--- config.mk ---
export PLATFORM = sky130hd
export DESIGN_NAME = rsc_reset_source_controller
export DESIGN_NICKNAME = d
export VERILOG_FILES = /design/src/rsc_pkg.sv /design/src/rsc_reset_source_controller.sv /design/src/rsc_watchdog.sv /design/src/rsc_clock_loss.sv
export SDC_FILE = /design/constraint.sdc
export NUM_CORES = 1
export LEC_CHECK = 0
export ABC_AREA = 1
export BUFFER_PORTS_ARGS = -buffer_cell sky130_fd_sc_hd__buf_2
export CORE_UTILIZATION = 45
export DETAILED_ROUTE_END_ITERATION = 7
export PLACE_DENSITY = 0.7
export REMOVE_ABC_BUFFERS = 1
export SYNTH_ARGS = -nofsm -noshare
export SYNTH_HDL_FRONTEND = slang
export SYNTH_HIERARCHICAL = 1
export SYNTH_SLANG_ARGS = --single-unit
--- constraint.sdc ---
create_clock -name clk_i -period 2.1 [get_ports clk_i]
set_clock_uncertainty 0.05 [all_clocks]
set_input_delay 0.21 -clock clk_i [delete_from_list [all_inputs] [get_ports clk_i]]
set_output_delay 0.21 -clock clk_i [all_outputs]
set_load 0.02 [all_outputs]
--- src/rsc_pkg.sv ---
// shared constants and types of the reset source controller
package rsc_pkg;

    localparam int unsigned CLK_PERIOD_PS = 5000;

    // register addresses on the special-function register port
    localparam logic [7:0] SUPPLY_MON_CTRL_ADDR = 8'hff;
    localparam logic [7:0] RESET_CAUSE_ADDR = 8'hef;

    // supply_monitor_control bit positions
    localparam int unsigned SMC_ENABLE_BIT = 7;
    localparam int unsigned SMC_STATUS_BIT = 6;
    localparam logic [5:0] SMC_UNUSED_READ = 6'h00;

    // reset_cause_register bit positions
    localparam int unsigned RC_PIN_BIT = 0;
    localparam int unsigned RC_POWER_BIT = 1;
    localparam int unsigned RC_CLOCK_LOSS_BIT = 2;
    localparam int unsigned RC_WATCHDOG_BIT = 3;
    localparam int unsigned RC_SOFTWARE_BIT = 4;
    localparam int unsigned RC_COMPARATOR_BIT = 5;
    localparam int unsigned RC_FLASH_BIT = 6;
    localparam logic RC_UNUSED_READ = 1'b0;

    // clock-loss timeout of 100 us
    localparam int unsigned CLOCK_LOSS_US = 100;
    localparam int unsigned CLOCK_LOSS_CYCLES =
        (CLOCK_LOSS_US * 1000 * 1000) / CLK_PERIOD_PS;

    // minimum time the internal reset is held, 100 ns, rounded up
    localparam int unsigned RESET_HOLD_NS = 100;
    localparam int unsigned RESET_HOLD_CYCLES =
        (RESET_HOLD_NS * 1000 + CLK_PERIOD_PS - 1) / CLK_PERIOD_PS;
    localparam int unsigned HOLD_W = 8;

    // watchdog clock divider and default overflow count
    localparam int unsigned WDT_DIVIDE = 12;
    localparam int unsigned WDT_LIMIT_DFLT = 256;

    // highest legal user flash address
    localparam logic [15:0] FLASH_USER_TOP = 16'h3dff;

    typedef enum logic [0:0] {
        RSC_RUN = 1'b0,
        RSC_HOLD = 1'b1
    } rsc_state_t;

    // reset cause vector, packed in reset_cause_register bit order 6..0
    typedef struct packed {
        logic flash;
        logic comparator;
        logic software;
        logic watchdog;
        logic clock_loss;
        logic power;
        logic pin;
    } rsc_cause_t;

    typedef struct packed {
        logic program_store_write_enable;
        logic data_space_move_wr;
        logic [15:0] data_space_addr;
        logic code_space_read;
        logic [15:0] code_space_addr;
        logic fetch;
        logic [15:0] fetch_addr;
        logic security_violation;
    } rsc_flash_req_t;

    typedef struct packed {
        logic wr;
        logic rd;
        logic [7:0] addr;
        logic [7:0] wdata;
    } rsc_sfr_req_t;

endpackage

--- src/rsc_reset_source_controller.sv ---
// reset source controller: request gathering, cause flags, sfr port
`timescale 1ns/1ps
`default_nettype none
module rsc_reset_source_controller #(
    parameter int unsigned CLOCK_LOSS_CYCLES = rsc_pkg::CLOCK_LOSS_CYCLES,
    parameter int unsigned WDT_LIMIT = rsc_pkg::WDT_LIMIT_DFLT
) (
    input wire logic clk_i,
    input wire logic rst_i,
    input wire logic reset_pin_n_i,
    input wire logic supply_above_i,
    input wire logic comparator_out_i,
    input wire logic monitored_clock_i,
    input wire logic wdt_kick_i,
    input wire logic wdt_disable_i,
    input wire rsc_pkg::rsc_flash_req_t flash_req_i,
    input wire rsc_pkg::rsc_sfr_req_t sfr_req_i,
    output logic [7:0] sfr_rdata_o,
    output logic sys_reset_o,
    output logic reset_pin_o,
    output logic reset_pin_oe_o,
    output logic supply_monitor_enable_o
);
    typedef struct packed {
        rsc_pkg::rsc_state_t st;
        logic [rsc_pkg::HOLD_W-1:0] hold_cnt;
        rsc_pkg::rsc_cause_t cause;
        rsc_pkg::rsc_cause_t flags;
        logic supply_monitor_enable;
        logic supply_reset_select;
        logic clock_loss_enable;
        logic comparator_reset_enable;
        logic sys_reset;
        logic pin_oe;
        logic [7:0] rdata;
    } rsc_main_st_t;

    localparam logic [rsc_pkg::HOLD_W-1:0] HOLD_LAST =
        rsc_pkg::HOLD_W'(rsc_pkg::RESET_HOLD_CYCLES - 1);
    // power-on leaves only the power flag standing
    localparam rsc_pkg::rsc_cause_t POR_CAUSE = '{
        flash: 1'b0,
        comparator: 1'b0,
        software: 1'b0,
        watchdog: 1'b0,
        clock_loss: 1'b0,
        power: 1'b1,
        pin: 1'b0
    };
    localparam int unsigned ADDR_CHECKS = 3;

    rsc_main_st_t q;
    rsc_main_st_t d;
    rsc_pkg::rsc_cause_t req;
    logic level_req;
    logic wr_ctrl;
    logic wr_cause;
    logic flash_err;
    logic [ADDR_CHECKS-1:0] addr_strobe;
    logic [ADDR_CHECKS-1:0][15:0] addr_vec;
    logic [ADDR_CHECKS-1:0] addr_high;
    rsc_pkg::rsc_cause_t merge_mask;
    logic clock_loss_timeout;
    logic wdt_expire;
    logic sub_rst;

    // helpers reset together with the system so they restart clean
    assign sub_rst = rst_i || q.sys_reset;

    rsc_clock_loss #(
        .LIMIT(CLOCK_LOSS_CYCLES)
    ) u_clock_loss (
        .clk_i(clk_i),
        .rst_i(sub_rst),
        .enable_i(q.clock_loss_enable),
        .mon_clk_i(monitored_clock_i),
        .timeout_o(clock_loss_timeout)
    );

    rsc_watchdog #(
        .LIMIT(WDT_LIMIT)
    ) u_watchdog (
        .clk_i(clk_i),
        .rst_i(sub_rst),
        .kick_i(wdt_kick_i),
        .disable_i(wdt_disable_i),
        .expire_o(wdt_expire)
    );

    assign wr_ctrl = sfr_req_i.wr && (sfr_req_i.addr == rsc_pkg::SUPPLY_MON_CTRL_ADDR);
    assign wr_cause = sfr_req_i.wr && (sfr_req_i.addr == rsc_pkg::RESET_CAUSE_ADDR);

    assign addr_strobe = {flash_req_i.fetch, flash_req_i.code_space_read,
        flash_req_i.program_store_write_enable && flash_req_i.data_space_move_wr};
    assign addr_vec = {flash_req_i.fetch_addr, flash_req_i.code_space_addr,
        flash_req_i.data_space_addr};

    // one limit compare per access kind
    for (genvar g = 0; g < ADDR_CHECKS; g++)
    begin : g_addr_check
        assign addr_high[g] = addr_strobe[g] && (addr_vec[g] > rsc_pkg::FLASH_USER_TOP);
    end

    assign flash_err = (|addr_high) || flash_req_i.security_violation;

    always_comb
    begin
        req = '0;
        // pin held low
        // own pull on the shared pin must not read back as an outside reset
        req.pin = !reset_pin_n_i && !q.pin_oe;
        req.power = q.supply_monitor_enable && q.supply_reset_select && !supply_above_i;
        req.clock_loss = clock_loss_timeout;
        req.comparator = q.comparator_reset_enable && !comparator_out_i;
        req.watchdog = wdt_expire;
        req.software = wr_cause && sfr_req_i.wdata[rsc_pkg::RC_SOFTWARE_BIT];
        req.flash = flash_err;
        // level sources keep the device in reset for as long as they stand
        level_req = req.pin || req.power || req.comparator;
        merge_mask = '0;
        merge_mask.pin = 1'b1;
        merge_mask.power = 1'b1;
        merge_mask.comparator = 1'b1;
    end

    always_comb
    begin
        d = q;
        case (q.st)
            rsc_pkg::RSC_RUN:
            begin
                if (wr_ctrl)
                begin
                    d.supply_monitor_enable = sfr_req_i.wdata[rsc_pkg::SMC_ENABLE_BIT];
                end
                if (wr_cause)
                begin
                    d.supply_reset_select = sfr_req_i.wdata[rsc_pkg::RC_POWER_BIT];
                    d.clock_loss_enable = sfr_req_i.wdata[rsc_pkg::RC_CLOCK_LOSS_BIT];
                    d.comparator_reset_enable = sfr_req_i.wdata[rsc_pkg::RC_COMPARATOR_BIT];
                end
                if (|req)
                begin
                    d.st = rsc_pkg::RSC_HOLD;
                    d.cause = req;
                    d.hold_cnt = HOLD_LAST;
                    d.sys_reset = 1'b1;
                    // only supply resets drive the pin
                    d.pin_oe = req.power;
                    d.clock_loss_enable = 1'b0;
                end
            end
            rsc_pkg::RSC_HOLD:
            begin
                d.cause = q.cause | (req & merge_mask);
                d.pin_oe = q.cause.power && (req.power || q.hold_cnt != '0);
                if (level_req)
                begin
                    d.hold_cnt = HOLD_LAST;
                end
                else if (q.hold_cnt == '0)
                begin
                    d.st = rsc_pkg::RSC_RUN;
                    d.sys_reset = 1'b0;
                    d.pin_oe = 1'b0;
                    // cleared only on exit, so a low comparator keeps holding
                    d.comparator_reset_enable = 1'b0;
                    if (q.cause.power)
                    begin
                        d.flags = '0;
                        d.flags.power = 1'b1;
                    end
                    else
                    begin
                        d.flags = q.cause;
                    end
                end
                else
                begin
                    d.hold_cnt = q.hold_cnt - 1'b1;
                end
            end
            default:
            begin
                d.st = rsc_pkg::RSC_RUN;
            end
        endcase

        if (sfr_req_i.rd)
        begin
            if (sfr_req_i.addr == rsc_pkg::SUPPLY_MON_CTRL_ADDR)
            begin
                d.rdata = {q.supply_monitor_enable, supply_above_i,
                           rsc_pkg::SMC_UNUSED_READ};
            end
            else if (sfr_req_i.addr == rsc_pkg::RESET_CAUSE_ADDR)
            begin
                d.rdata = {rsc_pkg::RC_UNUSED_READ, q.flags};
            end
            else
            begin
                d.rdata = 8'h00;
            end
        end
    end

    always_ff @(posedge clk_i)
    begin
        if (rst_i)
        begin
            // power-on: reset held, pin driven low, monitor enabled
            q <= '{
                st: rsc_pkg::RSC_HOLD,
                hold_cnt: HOLD_LAST,
                cause: POR_CAUSE,
                flags: 7'h00,
                supply_monitor_enable: 1'b1,
                supply_reset_select: 1'b1,
                clock_loss_enable: 1'b0,
                comparator_reset_enable: 1'b0,
                sys_reset: 1'b1,
                pin_oe: 1'b1,
                rdata: 8'h00
            };
        end
        else
        begin
            q <= d;
        end
    end

    assign sfr_rdata_o = q.rdata;
    assign sys_reset_o = q.sys_reset;
    // open drain: the pin only ever pulls low
    assign reset_pin_o = 1'b0;
    assign reset_pin_oe_o = q.pin_oe;
    assign supply_monitor_enable_o = q.supply_monitor_enable;
endmodule
`default_nettype wire

--- src/rsc_watchdog.sv ---
// watchdog counter clocked by the system clock divided by twelve
`timescale 1ns/1ps
`default_nettype none
module rsc_watchdog #(
    parameter int unsigned LIMIT = rsc_pkg::WDT_LIMIT_DFLT
) (
    input wire logic clk_i,
    input wire logic rst_i,
    input wire logic kick_i,
    input wire logic disable_i,
    output logic expire_o
);
    localparam int unsigned CW = $clog2(LIMIT);
    localparam logic [3:0] DIV_LAST = 4'(rsc_pkg::WDT_DIVIDE - 1);
    localparam logic [CW-1:0] CNT_LAST = CW'(LIMIT - 1);

    typedef struct packed {
        logic [3:0] div;
        logic [CW-1:0] cnt;
        logic en;
        logic expire;
    } rsc_wdt_st_t;

    rsc_wdt_st_t q;
    rsc_wdt_st_t d;
    logic tick;

    always_comb
    begin
        d = q;
        tick = (q.div == DIV_LAST);
        d.div = tick ? 4'h0 : q.div + 4'h1;
        d.expire = 1'b0;
        if (disable_i)
        begin
            d.en = 1'b0;
        end
        if (kick_i || !q.en)
        begin
            d.cnt = '0;
        end
        else if (tick)
        begin
            if (q.cnt == CNT_LAST)
            begin
                d.expire = 1'b1;
            end
            d.cnt = q.cnt + 1'b1;
        end
    end

    always_ff @(posedge clk_i)
    begin
        if (rst_i)
        begin
            q <= '{div: 4'h0, cnt: '0, en: 1'b1, expire: 1'b0};
        end
        else
        begin
            q <= d;
        end
    end

    assign expire_o = q.expire;
endmodule
`default_nettype wire

--- src/rsc_clock_loss.sv ---
// timer that holds timeout high for as long as the monitored clock has stopped toggling
`timescale 1ns/1ps
`default_nettype none
module rsc_clock_loss #(
    parameter int unsigned LIMIT = rsc_pkg::CLOCK_LOSS_CYCLES
) (
    input wire logic clk_i,
    input wire logic rst_i,
    input wire logic enable_i,
    input wire logic mon_clk_i,
    output logic timeout_o
);
    localparam int unsigned CW = $clog2(LIMIT + 1);
    localparam logic [CW-1:0] CNT_LAST = CW'(LIMIT);

    typedef struct packed {
        logic prev;
        logic [CW-1:0] cnt;
        logic timeout;
    } rsc_mcd_st_t;

    rsc_mcd_st_t q;
    rsc_mcd_st_t d;

    always_comb
    begin
        d = q;
        d.prev = mon_clk_i;
        d.timeout = 1'b0;
        if (!enable_i || (mon_clk_i != q.prev))
        begin
            d.cnt = '0;
        end
        else if (q.cnt == CNT_LAST)
        begin
            d.timeout = 1'b1;
        end
        else
        begin
            d.cnt = q.cnt + 1'b1;
        end
    end

    always_ff @(posedge clk_i)
    begin
        if (rst_i)
        begin
            q <= '{prev: 1'b0, cnt: '0, timeout: 1'b0};
        end
        else
        begin
            q <= d;
        end
    end

    assign timeout_o = q.timeout;
endmodule
`default_nettype wire

==> results.json <==
{
  "arrival_ns": 1.93,
  "synthesis.area_um2": 3400,
  "synthToLayoutAreaGrowth_pct": 17.6,
  "cts_root_buf": "clkbuf_8",
  "drv_slew": 0,
  "drc": 0,
  "portBuffers": 59,
  "clock-sinks": 68,
  "ios": 91,
  "synth-main-ff-cell": "dfxtp_1",
  "yosysSeqAreaShare": 0.400,
  "p_per_area_nw_per_um2": 680,
  "crit_type": "reg2reg",
  "seqCellArea_um2": 1360,
  "core_area_um2": 7290,
  "clock_latency_ns": 0.34,
  "grt_max_degree": 20,
  "postCtsSetupBuffers": 0,
  "avgViaCountPerCell": 4.82,
  "drtAntennaViolNets": 0,
  "p_total_mw": 2.72,
  "firstDrtPassIters": 4,
  "fin_crit_sh": 0.810,
  "fin_cells": 655,
  "drv_cap": 0,
  "finalCriticalPeriod_ns": 1.70,
  "syn_inst": 491,
  "setup_violations": 0,
  "drt-met1-wl_mm": 3.34,
  "wl_per_cell_um": 10.9,
  "nets": 635,
  "vdd_ir_drop_max_mv": 0.480,
  "ys_ff_latch": 68,
  "place_inst": 638,
  "clock_path_buffers": 2,
  "grt_overflow_total": 0,
  "post_cts_resized": 0,
  "start_util": 0.466,
  "syn_avg_cell_area_um2": 6.92,
  "rows": 31,
  "die-height_um": 88.9,
  "critical_path_required_ns": 2.33,
  "fin_ws_ns": 0.400,
  "multi_input_area_um2": 1710,
  "dieWidth_um": 88.9,
  "dp_hpwl_mm": 5.46,
  "nFillCells": 739,
  "synth-edff-count": 0,
  "utilization": 0.548,
  "fmax_mhz": 588,
  "grt_pass1_wl_mm": 11.8,
  "ys_warn_count": 6,
  "track_usage": 0.194,
  "async_flop_share": 0,
  "cts.htree.levels": 3,
  "tns_ns": 0,
  "holdBufCountCts": 1,
  "wl_met2_mm": 3.45,
  "pre_cts_ws_ns": 0.403,
  "ys_types": 37,
  "layout-drive-gt1-share": 0.182,
  "grt_pass1_vias": 2782,
  "cts_buffers": 9,
  "rsz0062_at_grt": "false",
  "highest_layer": "met4",
  "timing_hold_violations_final": 0,
  "place.gp.congestion": 0.842,
  "antenna_found_initial": 0,
  "hold_path_class": "in2reg",
  "leakagePower_nw": 1.77,
  "antenna_cells": 0,
  "die-area_um2": 7910,
  "finalWirelength_mm": 7.13,
  "path_max_fanout": 14,
  "status": "finished clean",
  "path_clk_slew_ns": 0.07,
  "cts_tree": "done",
  "cp-start-kind": "register",
  "drtIter0Drc": 129,
  "dr_total_vias": 3159,
  "cp-end-kind": "register",
  "wl_met3_um": 277
}
## layout by cell type (no fill, tap or decap), types with 2 or more instances in the layout
cell type / count
a21oi_1: 32
a22oi_1: 5
buf_2: 59
buf_4: 4
bufinv_16: 3
clkbuf_8: 9
dfxtp_1: 68
ha_1: 5
inv_1: 58
inv_2: 2
nand2_1: 115
nand2_2: 2
nand3_1: 47
nand3_2: 4
nand3_4: 2
nand4_1: 6
nor2_1: 77
nor2_2: 2
nor2_4: 5
nor3_1: 4
nor3_4: 2
o21ai_0: 17
o21ai_1: 6
or2_1: 2
xor2_1: 4
## where the power goes
group	leakage, nW	internal, mW	total (mW)	switching [mW]
Clock	0.117	0.791	1.30	0.505
Combinational	1.10	0.0563	0.127	0.0703
Sequential	0.549	1.30	1.30	0.00295
## sequential cells by signal, summed over array words and instances (netlist names)
register	count
u_clock_loss/timeout_o	1
u_watchdog/q	13
q	26
sys_reset_o	1
supply_monitor_enable_o	1
sfr_rdata_o	8
u_clock_loss/q	16
reset_pin_oe_o	1
u_watchdog/expire_o	1
## synth_stat cells, types with 5 or more instances
library cell / number / area, um^2
nor2_1: 77 / 289
buf_4: 9 / 67.6
nand2_1: 115 / 432
ha_1: 5 / 62.6
a21oi_1: 32 / 160
nor2_4: 5 / 56.3
inv_1: 58 / 218
dfxtp_1: 68 / 1360
o21ai_1: 6 / 30.0
nand4_1: 6 / 37.5
o21ai_0: 17 / 85.1
nand3_1: 47 / 235
a22oi_1: 5 / 37.5
## cell families (layout without fill, tap and decap cells)
group | count (synthesis) | after routing | synth area share
AO/OA/AOI/OAI | 63 | 63 | 0.0986
AND/OR/NAND/NOR | 274 | 274 | 0.375
XOR/XNOR | 4 | 4 | 0.0103
adder cells (fa/ha/maj) | 5 | 5 | 0.0184
other | 1 | 1 | 0.00110
buffers and inverters | 76 | 141 | 0.0964
flip-flops | 68 | 68 | 0.400
## critical path: stages, from the launching register on
cell and delay, ns:
dfxtp_1 0.31, inv_1 0.12, ha_1 0.27, nand3_4 0.12, nor3_4 0.20, nand2_4 0.18, nor2_4 0.20, nand2_1 0.07
a21oi_1 0.11
## cell type report
class | instances | area share
Multi-Input combinational cell | 347 | 0.428
Sequential cell | 68 | 0.340
Timing Repair Buffer | 64 | 0.0839
Inverter | 61 | 0.0573
Clock buffer | 10 | 0.0319
Tap cell | 99 | 0.0310
Clock inverter | 6 | 0.0278
## per-layer routing
metal,track usage,vias to the layer above
met4,0.0396,0
met1,0.231,1417
met5,0,-
met2,0.343,55
li1,-,1681
met3,0.0656,6
## worst paths after layout
| kind | slack [ns] | endpoint | startpoint | cells after the start |
|---|---|---|---|---|
| max | 0.40 | q[14] | q[28] | 8 |
| min | 0.02 | q[12] | sfr_req_i[1] | 3 |
| max reg2reg | 0.40 | q[14] | q[28] | 8 |
| min reg2reg | 0.41 | u_watchdog/expire_o | u_watchdog/q[9] | 2 |
## per-stage QoR
stage / cell area (um^2) / hold WS, ns
2_1_floorplan: 3300 / 0.229
3_3_place_gp: 3750 / 0.357
3_5_place_dp: 3750 / 0.371
4_1_cts: 4000 / 0.00873
5_1_grt: 4000 / 0.00373
6_report: 4000 / 0.0236
No activity file was read; power rests on OpenSTA's default activity.
